### src/acc_pkg.sv
// Shared constants, encodings and state types of the accumulator slice
package acc_pkg;
    // Widths
    localparam int unsigned ACC_DATA_W = 32;
    localparam int unsigned ACC_OVC_W  = 6;
    localparam int unsigned ACC_RPT_W  = 8;

    // Register byte offsets (low address byte)
    localparam logic [7:0] ACC_OFS_SUM    = 8'h00;
    localparam logic [7:0] ACC_OFS_STATUS = 8'h04;
    localparam logic [7:0] ACC_OFS_OVC    = 8'h08;
    localparam logic [7:0] ACC_OFS_RPT    = 8'h0c;
    localparam logic [7:0] ACC_OFS_INSTR  = 8'h10;

    // Status register field positions
    localparam int unsigned ACC_ST_CARRY   = 0;
    localparam int unsigned ACC_ST_ZERO    = 1;
    localparam int unsigned ACC_ST_NEG     = 2;
    localparam int unsigned ACC_ST_OVF     = 3;
    localparam int unsigned ACC_ST_TEST    = 4;
    localparam int unsigned ACC_ST_SAT     = 5;
    localparam int unsigned ACC_ST_SXM     = 6;
    localparam int unsigned ACC_ST_OBJ     = 7;
    localparam int unsigned ACC_ST_ILLEGAL = 8;

    // Opcodes and saturation limits
    localparam logic [15:0] ACC_OPC_ABS     = 16'hff56;
    localparam logic [15:0] ACC_OPC_MAGNITUDE_SIGN_TOGGLE_OP   = 16'h565f;
    localparam logic [11:0] ACC_OPC_ADDI_HI = 12'hff1;
    localparam logic [31:0] ACC_MAX_POS     = 32'h7fff_ffff;
    localparam logic [31:0] ACC_MAX_NEG     = 32'h8000_0000;

    // Bus encodings
    localparam logic [2:0] ACC_HSIZE_WORD = 3'h2;

    // Reset values
    localparam logic [31:0] ACC_SUM_RST = 32'h0000_0000;

    typedef enum logic [3:0] {
        ACC_OP_NONE  = 4'h1,
        ACC_OP_ABS   = 4'h2,
        ACC_OP_MAGNITUDE_SIGN_TOGGLE_OP = 4'h4,
        ACC_OP_ADDI  = 4'h8
    } acc_op_type;

    typedef enum logic [1:0] {
        ACC_BUS_IDLE = 2'h1,
        ACC_BUS_DATA = 2'h2
    } acc_bus_type;

    typedef struct packed {
        acc_bus_type          bus_state;
        logic [7:0]           addr;
        logic                 write;
        logic                 size_ok;
        logic                 hreadyout;
        logic                 hresp;
        logic [31:0]          hrdata;
        logic [31:0]          sum;
        logic                 carry;
        logic                 zero;
        logic                 neg;
        logic                 ovf;
        logic                 test_flag;
        logic                 saturate_enable;
        logic                 sign_ext_mode;
        logic                 object_code_mode_bit;
        logic                 illegal;
        logic [ACC_OVC_W-1:0] ovc;
        logic [ACC_RPT_W-1:0] repeat_count;
        logic [31:0]          instr;
    } acc_core_state_type;
endpackage : acc_pkg

### src/acc_alu_if.sv
// Operation request and result bundle between the core and its arithmetic unit
`timescale 1ns/10ps
interface acc_alu_if;
    import acc_pkg::*;
    acc_op_type  op;
    logic [31:0] sum_in;
    logic [15:0] imm16;
    logic [3:0]  shift_amount_field;
    logic        saturate_enable;
    logic        sign_ext_mode;
    logic [31:0] result;
    logic        carry;
    logic        zero;
    logic        neg;
    logic        ovf_set;
    logic        toggle_test;
    logic        ovc_inc;
    logic        ovc_dec;

    modport core (output op, sum_in, imm16, shift_amount_field, saturate_enable,
                  sign_ext_mode,
                  input  result, carry, zero, neg, ovf_set, toggle_test, ovc_inc, ovc_dec);
    modport alu  (input  op, sum_in, imm16, shift_amount_field, saturate_enable,
                  sign_ext_mode,
                  output result, carry, zero, neg, ovf_set, toggle_test, ovc_inc, ovc_dec);
endinterface : acc_alu_if

### src/acc_alu.sv
// Single-cycle arithmetic for magnitude and shifted-immediate add
`timescale 1ns/10ps
module acc_alu (
    // Operation and result
    acc_alu_if.alu io
);
    import acc_pkg::*;

    logic [31:0] ext_imm;
    logic [31:0] shifted;
    logic [32:0] wide_sum;
    logic        most_neg;
    logic        add_ovf;

    always_comb begin
        ext_imm  = io.sign_ext_mode ? {{16{io.imm16[15]}}, io.imm16}
                                    : {16'h0000, io.imm16};
        shifted  = ext_imm << io.shift_amount_field;
        wide_sum = {1'b0, io.sum_in} + {1'b0, shifted};
        add_ovf  = (io.sum_in[31] == shifted[31]) && (wide_sum[31] != io.sum_in[31]);
        most_neg = (io.sum_in == ACC_MAX_NEG);
        io.result      = io.sum_in;
        io.carry       = 1'b0;
        io.ovf_set     = 1'b0;
        io.toggle_test = 1'b0;
        io.ovc_inc     = 1'b0;
        io.ovc_dec     = 1'b0;
        case (io.op)
            ACC_OP_ABS, ACC_OP_MAGNITUDE_SIGN_TOGGLE_OP: begin
                io.carry       = 1'b0;
                io.toggle_test = io.sum_in[31];
                if (most_neg) begin
                    io.ovf_set = 1'b1;
                    io.result  = io.saturate_enable ? ACC_MAX_POS : ACC_MAX_NEG;
                end else if (io.sum_in[31]) begin
                    io.result = 32'h0000_0000 - io.sum_in;
                end
            end
            ACC_OP_ADDI: begin
                io.carry   = wide_sum[32];
                io.ovf_set = add_ovf;
                // Positive overflow only happens from a non-negative start
                io.ovc_inc = add_ovf && !io.sum_in[31] && !io.saturate_enable;
                io.ovc_dec = add_ovf && io.sum_in[31] && !io.saturate_enable;
                if (add_ovf && io.saturate_enable) begin
                    io.result = io.sum_in[31] ? ACC_MAX_NEG : ACC_MAX_POS;
                end else begin
                    io.result = wide_sum[31:0];
                end
            end
            default: begin
                io.result = io.sum_in;
            end
        endcase
        io.neg  = io.result[31];
        io.zero = (io.result == 32'h0000_0000);
    end
endmodule : acc_alu

### src/acc_core.sv
// Accumulator slice with its mode bits, flags and counters behind an AHB-Lite slave
//
// Design decisions made here: the address map and the AHB-Lite slave port.
`timescale 1ns/10ps

module acc_core (
    // Clock and reset
    input  wire logic        ref_clk,
    input  wire logic        rst,
    // AHB-Lite address phase
    input  wire logic        hsel,
    input  wire logic [31:0] haddr,
    input  wire logic [1:0]  htrans,
    input  wire logic        hwrite,
    input  wire logic [2:0]  hsize,
    input  wire logic        hready,
    // AHB-Lite data phase
    input  wire logic [31:0] hwdata,
    output logic      [31:0] hrdata,
    output logic             hreadyout,
    output logic             hresp
);
    import acc_pkg::*;

    acc_core_state_type s;
    acc_core_state_type next_s;

    acc_alu_if alu_bus ();

    acc_alu u_alu (
        .io (alu_bus.alu)
    );

    logic                 bus_start;
    logic                 wr_now;
    logic                 rd_now;
    logic [15:0]          first_word;
    logic [15:0]          second_word;
    acc_op_type           decoded_op;
    logic                 decode_bad;
    logic                 exec;
    logic [31:0]          status_word;
    logic [31:0]          read_word;

    // Address phase is only taken while no data phase is outstanding
    assign bus_start = hsel && htrans[1] && hready &&
                       (s.bus_state == ACC_BUS_IDLE);
    assign wr_now    = (s.bus_state == ACC_BUS_DATA) && s.write && s.size_ok;
    assign rd_now    = (s.bus_state == ACC_BUS_DATA) && !s.write;

    // Instruction word split: first opcode word low, operand word high
    assign first_word  = hwdata[15:0];
    assign second_word = hwdata[31:16];

    // Opcode decode for a write to the instruction register
    always_comb begin
        decoded_op = ACC_OP_NONE;
        decode_bad = 1'b0;
        if (first_word == ACC_OPC_ABS) begin
            decoded_op = ACC_OP_ABS;
        end else if (first_word == ACC_OPC_MAGNITUDE_SIGN_TOGGLE_OP) begin
            // The toggle form only exists in the newer object mode
            if (s.object_code_mode_bit) begin
                decoded_op = ACC_OP_MAGNITUDE_SIGN_TOGGLE_OP;
            end else begin
                decode_bad = 1'b1;
            end
        end else if (first_word[15:4] == ACC_OPC_ADDI_HI) begin
            decoded_op = ACC_OP_ADDI;
        end else begin
            decode_bad = 1'b1;
        end
    end

    assign exec = wr_now && (s.addr == ACC_OFS_INSTR) && (decoded_op != ACC_OP_NONE);

    // Operands handed to the arithmetic unit
    always_comb begin
        alu_bus.op                 = exec ? decoded_op : ACC_OP_NONE;
        alu_bus.sum_in             = s.sum;
        alu_bus.imm16              = second_word;
        alu_bus.shift_amount_field = first_word[3:0];
        alu_bus.saturate_enable    = s.saturate_enable;
        alu_bus.sign_ext_mode      = s.sign_ext_mode;
    end

    // Status word as seen by software
    always_comb begin
        status_word                 = 32'h0000_0000;
        status_word[ACC_ST_CARRY]   = s.carry;
        status_word[ACC_ST_ZERO]    = s.zero;
        status_word[ACC_ST_NEG]     = s.neg;
        status_word[ACC_ST_OVF]     = s.ovf;
        status_word[ACC_ST_TEST]    = s.test_flag;
        status_word[ACC_ST_SAT]     = s.saturate_enable;
        status_word[ACC_ST_SXM]     = s.sign_ext_mode;
        status_word[ACC_ST_OBJ]     = s.object_code_mode_bit;
        status_word[ACC_ST_ILLEGAL] = s.illegal;
    end

    // Read multiplexer; unmapped offsets read as zero
    always_comb begin
        read_word = 32'h0000_0000;
        case (s.addr)
            ACC_OFS_SUM: begin
                read_word = s.sum;
            end
            ACC_OFS_STATUS: begin
                read_word = status_word;
            end
            ACC_OFS_OVC: begin
                // Counter is signed, so it reads sign extended
                read_word = {{(32 - ACC_OVC_W){s.ovc[ACC_OVC_W-1]}}, s.ovc};
            end
            ACC_OFS_RPT: begin
                read_word = {{(32 - ACC_RPT_W){1'b0}}, s.repeat_count};
            end
            ACC_OFS_INSTR: begin
                read_word = s.instr;
            end
            default: begin
                read_word = 32'h0000_0000;
            end
        endcase
    end

    // Next-state logic for the whole block
    always_comb begin
        next_s       = s;
        next_s.hresp = 1'b0;

        // Bus sequencing: one wait state gives registered read data
        // without a path from hwdata to hrdata in the same cycle
        case (s.bus_state)
            ACC_BUS_IDLE: begin
                next_s.hreadyout = 1'b1;
                if (bus_start) begin
                    next_s.addr      = haddr[7:0];
                    next_s.write     = hwrite;
                    next_s.size_ok   = (hsize == ACC_HSIZE_WORD);
                    next_s.hreadyout = 1'b0;
                    next_s.bus_state = ACC_BUS_DATA;
                end
            end
            ACC_BUS_DATA: begin
                next_s.hreadyout = 1'b1;
                next_s.bus_state = ACC_BUS_IDLE;
                next_s.hrdata    = rd_now ? read_word : 32'h0000_0000;
            end
            default: begin
                next_s.hreadyout = 1'b1;
                next_s.bus_state = ACC_BUS_IDLE;
            end
        endcase

        // Plain software writes
        if (wr_now) begin
            case (s.addr)
                ACC_OFS_SUM: begin
                    next_s.sum = hwdata;
                end
                ACC_OFS_STATUS: begin
                    next_s.carry                = hwdata[ACC_ST_CARRY];
                    next_s.zero                 = hwdata[ACC_ST_ZERO];
                    next_s.neg                  = hwdata[ACC_ST_NEG];
                    next_s.ovf                  = hwdata[ACC_ST_OVF];
                    next_s.test_flag            = hwdata[ACC_ST_TEST];
                    next_s.saturate_enable      = hwdata[ACC_ST_SAT];
                    next_s.sign_ext_mode        = hwdata[ACC_ST_SXM];
                    next_s.object_code_mode_bit = hwdata[ACC_ST_OBJ];
                end
                ACC_OFS_OVC: begin
                    next_s.ovc = hwdata[ACC_OVC_W-1:0];
                end
                ACC_OFS_RPT: begin
                    next_s.repeat_count = hwdata[ACC_RPT_W-1:0];
                end
                ACC_OFS_INSTR: begin
                    next_s.instr = hwdata;
                end
                default: begin
                    next_s.instr = s.instr;
                end
            endcase
        end

        // Illegal-opcode flag: write one to clear, a new event wins
        if (wr_now && (s.addr == ACC_OFS_STATUS) && hwdata[ACC_ST_ILLEGAL]) begin
            next_s.illegal = 1'b0;
        end
        if (wr_now && (s.addr == ACC_OFS_INSTR) && decode_bad) begin
            next_s.illegal = 1'b1;
        end

        // Executing an operation
        if (exec) begin
            // A pending repeat prefix is dropped; the operation runs once
            next_s.repeat_count = '0;
            next_s.sum          = alu_bus.result;
            next_s.carry        = alu_bus.carry;
            next_s.zero         = alu_bus.zero;
            next_s.neg          = alu_bus.neg;
            if (alu_bus.ovf_set) begin
                next_s.ovf = 1'b1;
            end else begin
                next_s.ovf = s.ovf;
            end
            if ((decoded_op == ACC_OP_MAGNITUDE_SIGN_TOGGLE_OP) && alu_bus.toggle_test) begin
                next_s.test_flag = !s.test_flag;
            end
            // Counter wraps; software reads it before it can run away
            if (alu_bus.ovc_inc) begin
                next_s.ovc = s.ovc + ACC_OVC_W'(1);
            end else if (alu_bus.ovc_dec) begin
                next_s.ovc = s.ovc - ACC_OVC_W'(1);
            end
        end
    end

    // State register
    always_ff @(posedge ref_clk) begin
        if (rst) begin
            s <= '{bus_state:            ACC_BUS_IDLE,
                   addr:                 8'h00,
                   write:                1'b0,
                   size_ok:              1'b0,
                   hreadyout:            1'b1,
                   hresp:                1'b0,
                   hrdata:               32'h0000_0000,
                   sum:                  ACC_SUM_RST,
                   carry:                1'b0,
                   zero:                 1'b0,
                   neg:                  1'b0,
                   ovf:                  1'b0,
                   test_flag:            1'b0,
                   saturate_enable:      1'b0,
                   sign_ext_mode:        1'b0,
                   object_code_mode_bit: 1'b0,
                   illegal:              1'b0,
                   ovc:                  '0,
                   repeat_count:         '0,
                   instr:                32'h0000_0000};
        end else begin
            s <= next_s;
        end
    end

    // Bus outputs straight from the state register
    assign hrdata    = s.hrdata;
    assign hreadyout = s.hreadyout;
    assign hresp     = s.hresp;
endmodule : acc_core

### config.mk
export PLATFORM = sky130hd
export DESIGN_NAME = acc_core
export DESIGN_NICKNAME = d
export VERILOG_FILES = /design/src/acc_pkg.sv /design/src/acc_alu_if.sv /design/src/acc_alu.sv /design/src/acc_core.sv
export SDC_FILE = /design/constraint.sdc
export NUM_CORES = 1
export LEC_CHECK = 0
export BUFFER_PORTS_ARGS = -buffer_cell sky130_fd_sc_hd__buf_2
export CAP_MARGIN = 20
export CORE_MARGIN = 10
export CORE_UTILIZATION = 50
export CTS_CLUSTER_DIAMETER = 120
export CTS_CLUSTER_SIZE = 28
export DETAILED_ROUTE_END_ITERATION = 10
export PLACE_DENSITY_LB_ADDON = 0.08
export SYNTH_ARGS = -nofsm -noshare
export SYNTH_HDL_FRONTEND = slang
export SYNTH_SLANG_ARGS = --single-unit
### constraint.sdc
create_clock -name ref_clk -period 9.2 [get_ports ref_clk]
set_clock_uncertainty 0.1 [all_clocks]
set_input_delay 1.38 -clock ref_clk [delete_from_list [all_inputs] [get_ports ref_clk]]
set_output_delay 1.38 -clock ref_clk [all_outputs]
set_load 0.05 [all_outputs]
Word level (Yosys, flattened, before mapping)
Index checks and enable logic that the tools add are counted.
W data, S select, Z words.
Storage, ports and cells
  flip-flop bits (word level): 133
  bits of input ports: 74
  word-level logic and storage cells: 123
Cells by class
  add/subtract/negate cells: 4
  eq/ne operators: 19
  shifts and indexed selects: 1
  multiplexer cells: 40
  bitwise operators: 1
  reduce and logical (&&, ||, !) cells: 38
Operators with widths (count)
  $mux W32: 9
  $pmux W32 S5: 1
  $pmux W32 S2: 1
  $mux W46: 1
  $mux W40: 1
  $mux W37: 1
  $add A32 B32 Y33: 1
  $eq A32 B32 Y1 const B: 1
  $logic_not A32 Y1: 1
  $shl A32 B4 Y32: 1
  $sub A1 B32 Y32 const A: 1
  $logic_and A1 B1 Y1: 18
  $mux W6: 3
  $eq A16 B15 Y1 const B: 1
  $eq A16 B16 Y1 const B: 1
  $eq A8 B4 Y1 const B: 2
  $mux W4: 4
  $mux W8: 2
  $mux W1: 14
  $mux W14: 1
  $eq A12 B12 Y1 const B: 1
  $reduce_and A2 Y1: 6
  $eq A4 B3 Y1 const B: 2
  $eq A8 B3 Y1 const B: 1
  other kinds (20): 28

Logic depth before layout (Yosys ltp)
  depth after elaboration: 13
  gate-level depth with buffers: 20
  mapped depth without buffers: 16

Modules after synthesis
A second synthesis with hierarchy kept.
Unflattened totals
  cell total of the unflattened synthesis: 1452
  area, all modules: 10719.0 µm²
Modules (own cells, without submodules)
  acc_core: instances 1, cells each 728, area an instance 6110.9 µm², seq. area each 2642.5 µm²
  acc_alu: instances 1, cells each 724, area an instance 4608.2 µm², seq. area each 0.0 µm²

Worst setup path after synthesis
No wires, ideal clock.
  path type: input -> register
  start: input hwdata[0]
  end: register s[45] (netlist bit)
  arrival time: 5447 ps
  slack: 3526 ps
  stages: 20
  path through: clkbuf_1 > clkbuf_1 > clkbuf_1 > nand2_1 > o21ai_0 > nor2_1 > a21oi_1 > mux2i_1 > ha_1 > clkbuf_1 > nand4_1 > nor3_1 > and2_1 > a21boi_1 > o21ai_0 > nand4b_1 > clkbuf_1 > mux2i_1 > a221oi_1 > nor2_1
On the way
  word-level cells in the longest chain between the ends: 11
  elaborated cells on any way between the ends: 22
  classes of those cells: add/sub (1); eq/ne (6); shift (1); mux (8); reduce/logical (6)
RTL lines
  start: declaration: line acc_core.sv:18  | input wire logic [31:0] hwdata,
  branches (longest 10 deep; another with $add A32 B32 Y33)
  $mux W14 *: line acc_core.sv:196  | if (exec) begin
  end signal: assignment: line acc_core.sv:223  | s <= '{bus_state: ACC_BUS_IDLE,
  end signal: assignment: line acc_core.sv:244  | s <= next_s;
  end: declaration: line acc_core.sv:25  | acc_core_state_type s;
Every way passes the cells marked *.
A chain may end at the register's enable or synchronous reset.

Worst setup path in the final report
  start: input hwdata[0]
  end: register s, in the netlist alu_bus.sum_in[11]
On the way
  word-level cells in the longest chain between the ends: 10
  elaborated cells on any way between the ends: 23
  classes of those cells: add/sub (1); eq/ne (8); shift (1); mux (6); reduce/logical (7)
RTL lines
  branches (longest 10 deep; another with $add A32 B32 Y33)
Several ways; the timed one is not identified.

==> key figures <==
Status
  – Status: finished clean

Worst setup path
  – Setup crit end: alu_bus.sum_in[11]
  – Crit Path Class: in2reg
  – CP Launch Type: input pin
  – Cell depth of the worst flop-to-flop path: 14
  – RR Startpoint: alu_bus.sign_ext_mode
  – CP required: 9.46 ns
  – Critical Path Sink Type: flop
  – Worst EP arrival: 7.15 ns
  – Largest fanout on the critical path: 28
  – Critical R2R Capture: alu_bus.sum_in[11]
  – Crit path from: hwdata[0]
  – R2r setup slk: roughly 3.8 ns

Yosys
  – Sequential area share after synthesis: 24.0%
  – Most used DFF post-synth: dfxtp_1
  – Area fraction of the dominant cell type after synthesis: between 20% and 30%
  – Top cells by area, synth: dfxtp_1 (24%), nand2_1 (8.1%), mux2i_1 (8.0%)
  – Synthesized area: around 11000 um2
  – Async SR Flop Fraction: 0%
  – EDFF count, synth: 0
  – Synth warn: 0
  – Commonest cells in the synthesized netlist: nand2_1 (239), a21oi_1 (169), nor2_1 (141)
  – Mapped Cells: 1531
  – Yosys reg bits: approximately 130
  – Dominant cell type by area after synthesis: dfxtp_1
  – Top-count cell post-synth: nand2_1
  – Synth unique cells: 79
  – Post-synth net total: approximately 1600
  – Avg Cell Area, Syn: roughly 7.2 um2

Drt
  – Antenna Nets Post-Route: 0
  – DRC: 0
  – Initial DRT Pass Iterations: 6
  – 1st-iter DRT viols: about 1500
  – Vias per inst: 6.46
  – Vias: around 12000
  – WL final: between 30000 and 40000 um
  – WL/cell: roughly 22 um

Floorplan
  – Die Width: 168 um
  – Full die area: approximately 28000 um2
  – IO Pins: 108
  – Core area: between 20000 and 25000 um2
  – # rows: 54
  – Die Height: approximately 170 um
  – Initial Util: 50.7%

Power
  – Worst ir drop on vdd: 0.135 mV
  – Power Density: 122 nW/um2
  – Leak: approximately 4.7 nW

Global route
  – All-Layer GR Usage: a little over a quarter
  – Routing usage on met3: 5.30%
  – Busiest layer in global routing: met2
  – Vias in the first global route: between 10000 and 15000
  – Met2 GRT Util: between 40 and 50%
  – Initial antenna violation count: 0
  – First-pass GRT wire length: about 61000 um
  – Pin count of the biggest net entering global routing: between 60 and 70
  – Met1 Use GR: 36.3%
  – Total gr overflow: 0

Clock tree
  – Skew-Pair Late Insertion Delay: around 0.44 ns
  – Bufs on Longest Clock Path: 2
  – Total CTS buffers: 17
  – CTS root buffer: clkbuf_16
  – CTS tree: yes
  – H-tree Lvls: 4
  – Post-CTS Resized: 0
  – CTS sink count: 132
  – Hold Buf Count CTS: 0
  – Postcts setup bufs: 0
  – Clk slew on worst S/H paths: roughly 0.060 ns

Timing
  – Worst Max-Slew Pin Slew: roughly 1.1 ns
  – Min cycle time layout: approximately 7 ns
  – Final Cycle Share: approximately 75%
  – Setup tns final: 0 ns
  – Final count of negative-setup-slack endpoints: 0
  – Max-slew violation count: 0
  – FMAX: approximately 150 MHz
  – Endpoints failing hold: 0
  – Post-route setup slack: between 2 and 2.5 ns
  – Max-slew headroom: 27.0%
  – Unrepaired setup endpoints after global routing: false

Place
  – Routability Congestion: 0.965
  – Port Buffers: 81
  – DP Wirelength: 29400 um
  – Pre-CTS setup slack: between 2 and 2.5 ns

Layout
  – Area delta synth->final: 7.12%
  – # diodes: 0
  – Net count, final: 1609
  – Layout cells sized above 1: between 10% and 20%
  – Fillers: between 2000 and 2500

Hold path
  – Hold crit path type: reg2reg

Flow run
  – Max_cap viols: 0
==> worst min-delay path by stage <==
stage / endpoint / startpoint / cells past startpoint / slack (ns)
3_5_place_dp: s[16] / s[16] / 2 / 0.35
5_1_grt: s[26] / s[26] / 2 / 0.37
2_1_floorplan: s[0] / s[0] / 2 / 0.34
4_1_cts: s[16] / s[16] / 2 / 0.35
6_report: s[13] / s[13] / 2 / 0.35
3_3_place_gp: s[26] / s[26] / 2 / 0.34
==> cells in the final DEF (no fill, tap or decap), types with 8 or more instances in the layout <==
| cell type | instances |
|---|---|
| and2_1 | 12 |
| o21ai_0 | 105 |
| dfxtp_1 | 130 |
| or2_2 | 10 |
| o31ai_1 | 13 |
| xor2_1 | 18 |
| a22oi_1 | 35 |
| mux2i_1 | 88 |
| a211oi_1 | 11 |
| o211ai_1 | 24 |
| a21o_1 | 10 |
| buf_2 | 80 |
| and3_1 | 8 |
| inv_1 | 21 |
| or3_1 | 11 |
| or4_1 | 12 |
| nand2b_1 | 11 |
| buf_4 | 16 |
| nand4_1 | 27 |
| o221ai_1 | 10 |
| nand3_1 | 24 |
| xnor2_1 | 21 |
| nor4_1 | 9 |
| ha_1 | 36 |
| nor2_1 | 141 |
| clkbuf_16 | 17 |
| a31oi_1 | 12 |
| nand2_1 | 239 |
| a21oi_1 | 167 |
| o21a_1 | 14 |
| nor3_1 | 26 |
==> where the power goes <==
group	switching, W	internal (W)
logic	0.000130	0.0000605
registers	0.00000190	0.000573
clock network	0.000296	0.000380
total	0.000428	0.00101
==> critical path, stage by stage <==
cell and delay, ns:
buf_2 0.57, clkinv_1 0.43, o21ai_0 0.48, nor2_1 0.08, a21oi_1 0.21, a21oi_1 0.11, ha_1 0.53, nand2_1 0.13
nor3_1 0.68, and2_1 0.24, a21boi_1 0.57, nor2_1 0.32, a21oi_2 0.79, o21ai_0 0.37, a31oi_1 0.24
==> per-layer routing <==
metal / routed length [um] / part of all wire (%)
met1: 17600 / 44
met2: 17900 / 45
met3: 3400 / 8.5
met4: 980 / 2.5
met5: 0 / 0
==> logic make-up after synthesis <==
| logic type | count (synthesis) | synth area share, % |
|---|---|---|
| DFF | 132 | 24.0 |
| other | 1 | 0.0340 |
| muxes | 99 | 9.63 |
| xor gates and xnor gates | 39 | 3.10 |
| adders and majority gates | 37 | 4.27 |
| AOI/OAI and AO/OA | 486 | 27.9 |
| and+or+nand+nor | 566 | 24.0 |
| buffers and inverters | 171 | 7.05 |
==> per-stage QoR <==
step           utilization (%)  instance area, um2  power, W  std cells  hold WS [ns]
2_1_floorplan                -               11000  0.000712       1531         0.336
3_3_place_gp              51.6               11200  0.000770       1759         0.342
3_5_place_dp              51.6               11200  0.000771       1759         0.347
4_1_cts                   54.3               11800   0.00144       1791         0.355
5_1_grt                   54.3               11800   0.00148       1791         0.372
6_report                  54.3               11800   0.00144       1791         0.355
==> flip-flops by register name, summed over array words and instances (netlist names) <==
name / count
s: 65
alu_bus.sum_in: 32
hrdata: 32
alu_bus.saturate_enable: 1
alu_bus.sign_ext_mode: 1
hreadyout: 1
==> layout make-up <==
| cell class | instances | area [um2] | share of cell area, % |
|---|---|---|---|
| Clock buffer | 18 | 429 | 3.64 |
| Clock inverter | 14 | 144 | 1.22 |
| Inverter | 23 | 86.3 | 0.731 |
| Multi-Input combinational cell | 1228 | 7630 | 64.6 |
| Sequential cell | 132 | 2650 | 22.4 |
| Tap cell | 280 | 350 | 2.97 |
| Timing Repair Buffer | 96 | 520 | 4.41 |
(Power assumes the default switching activity.)
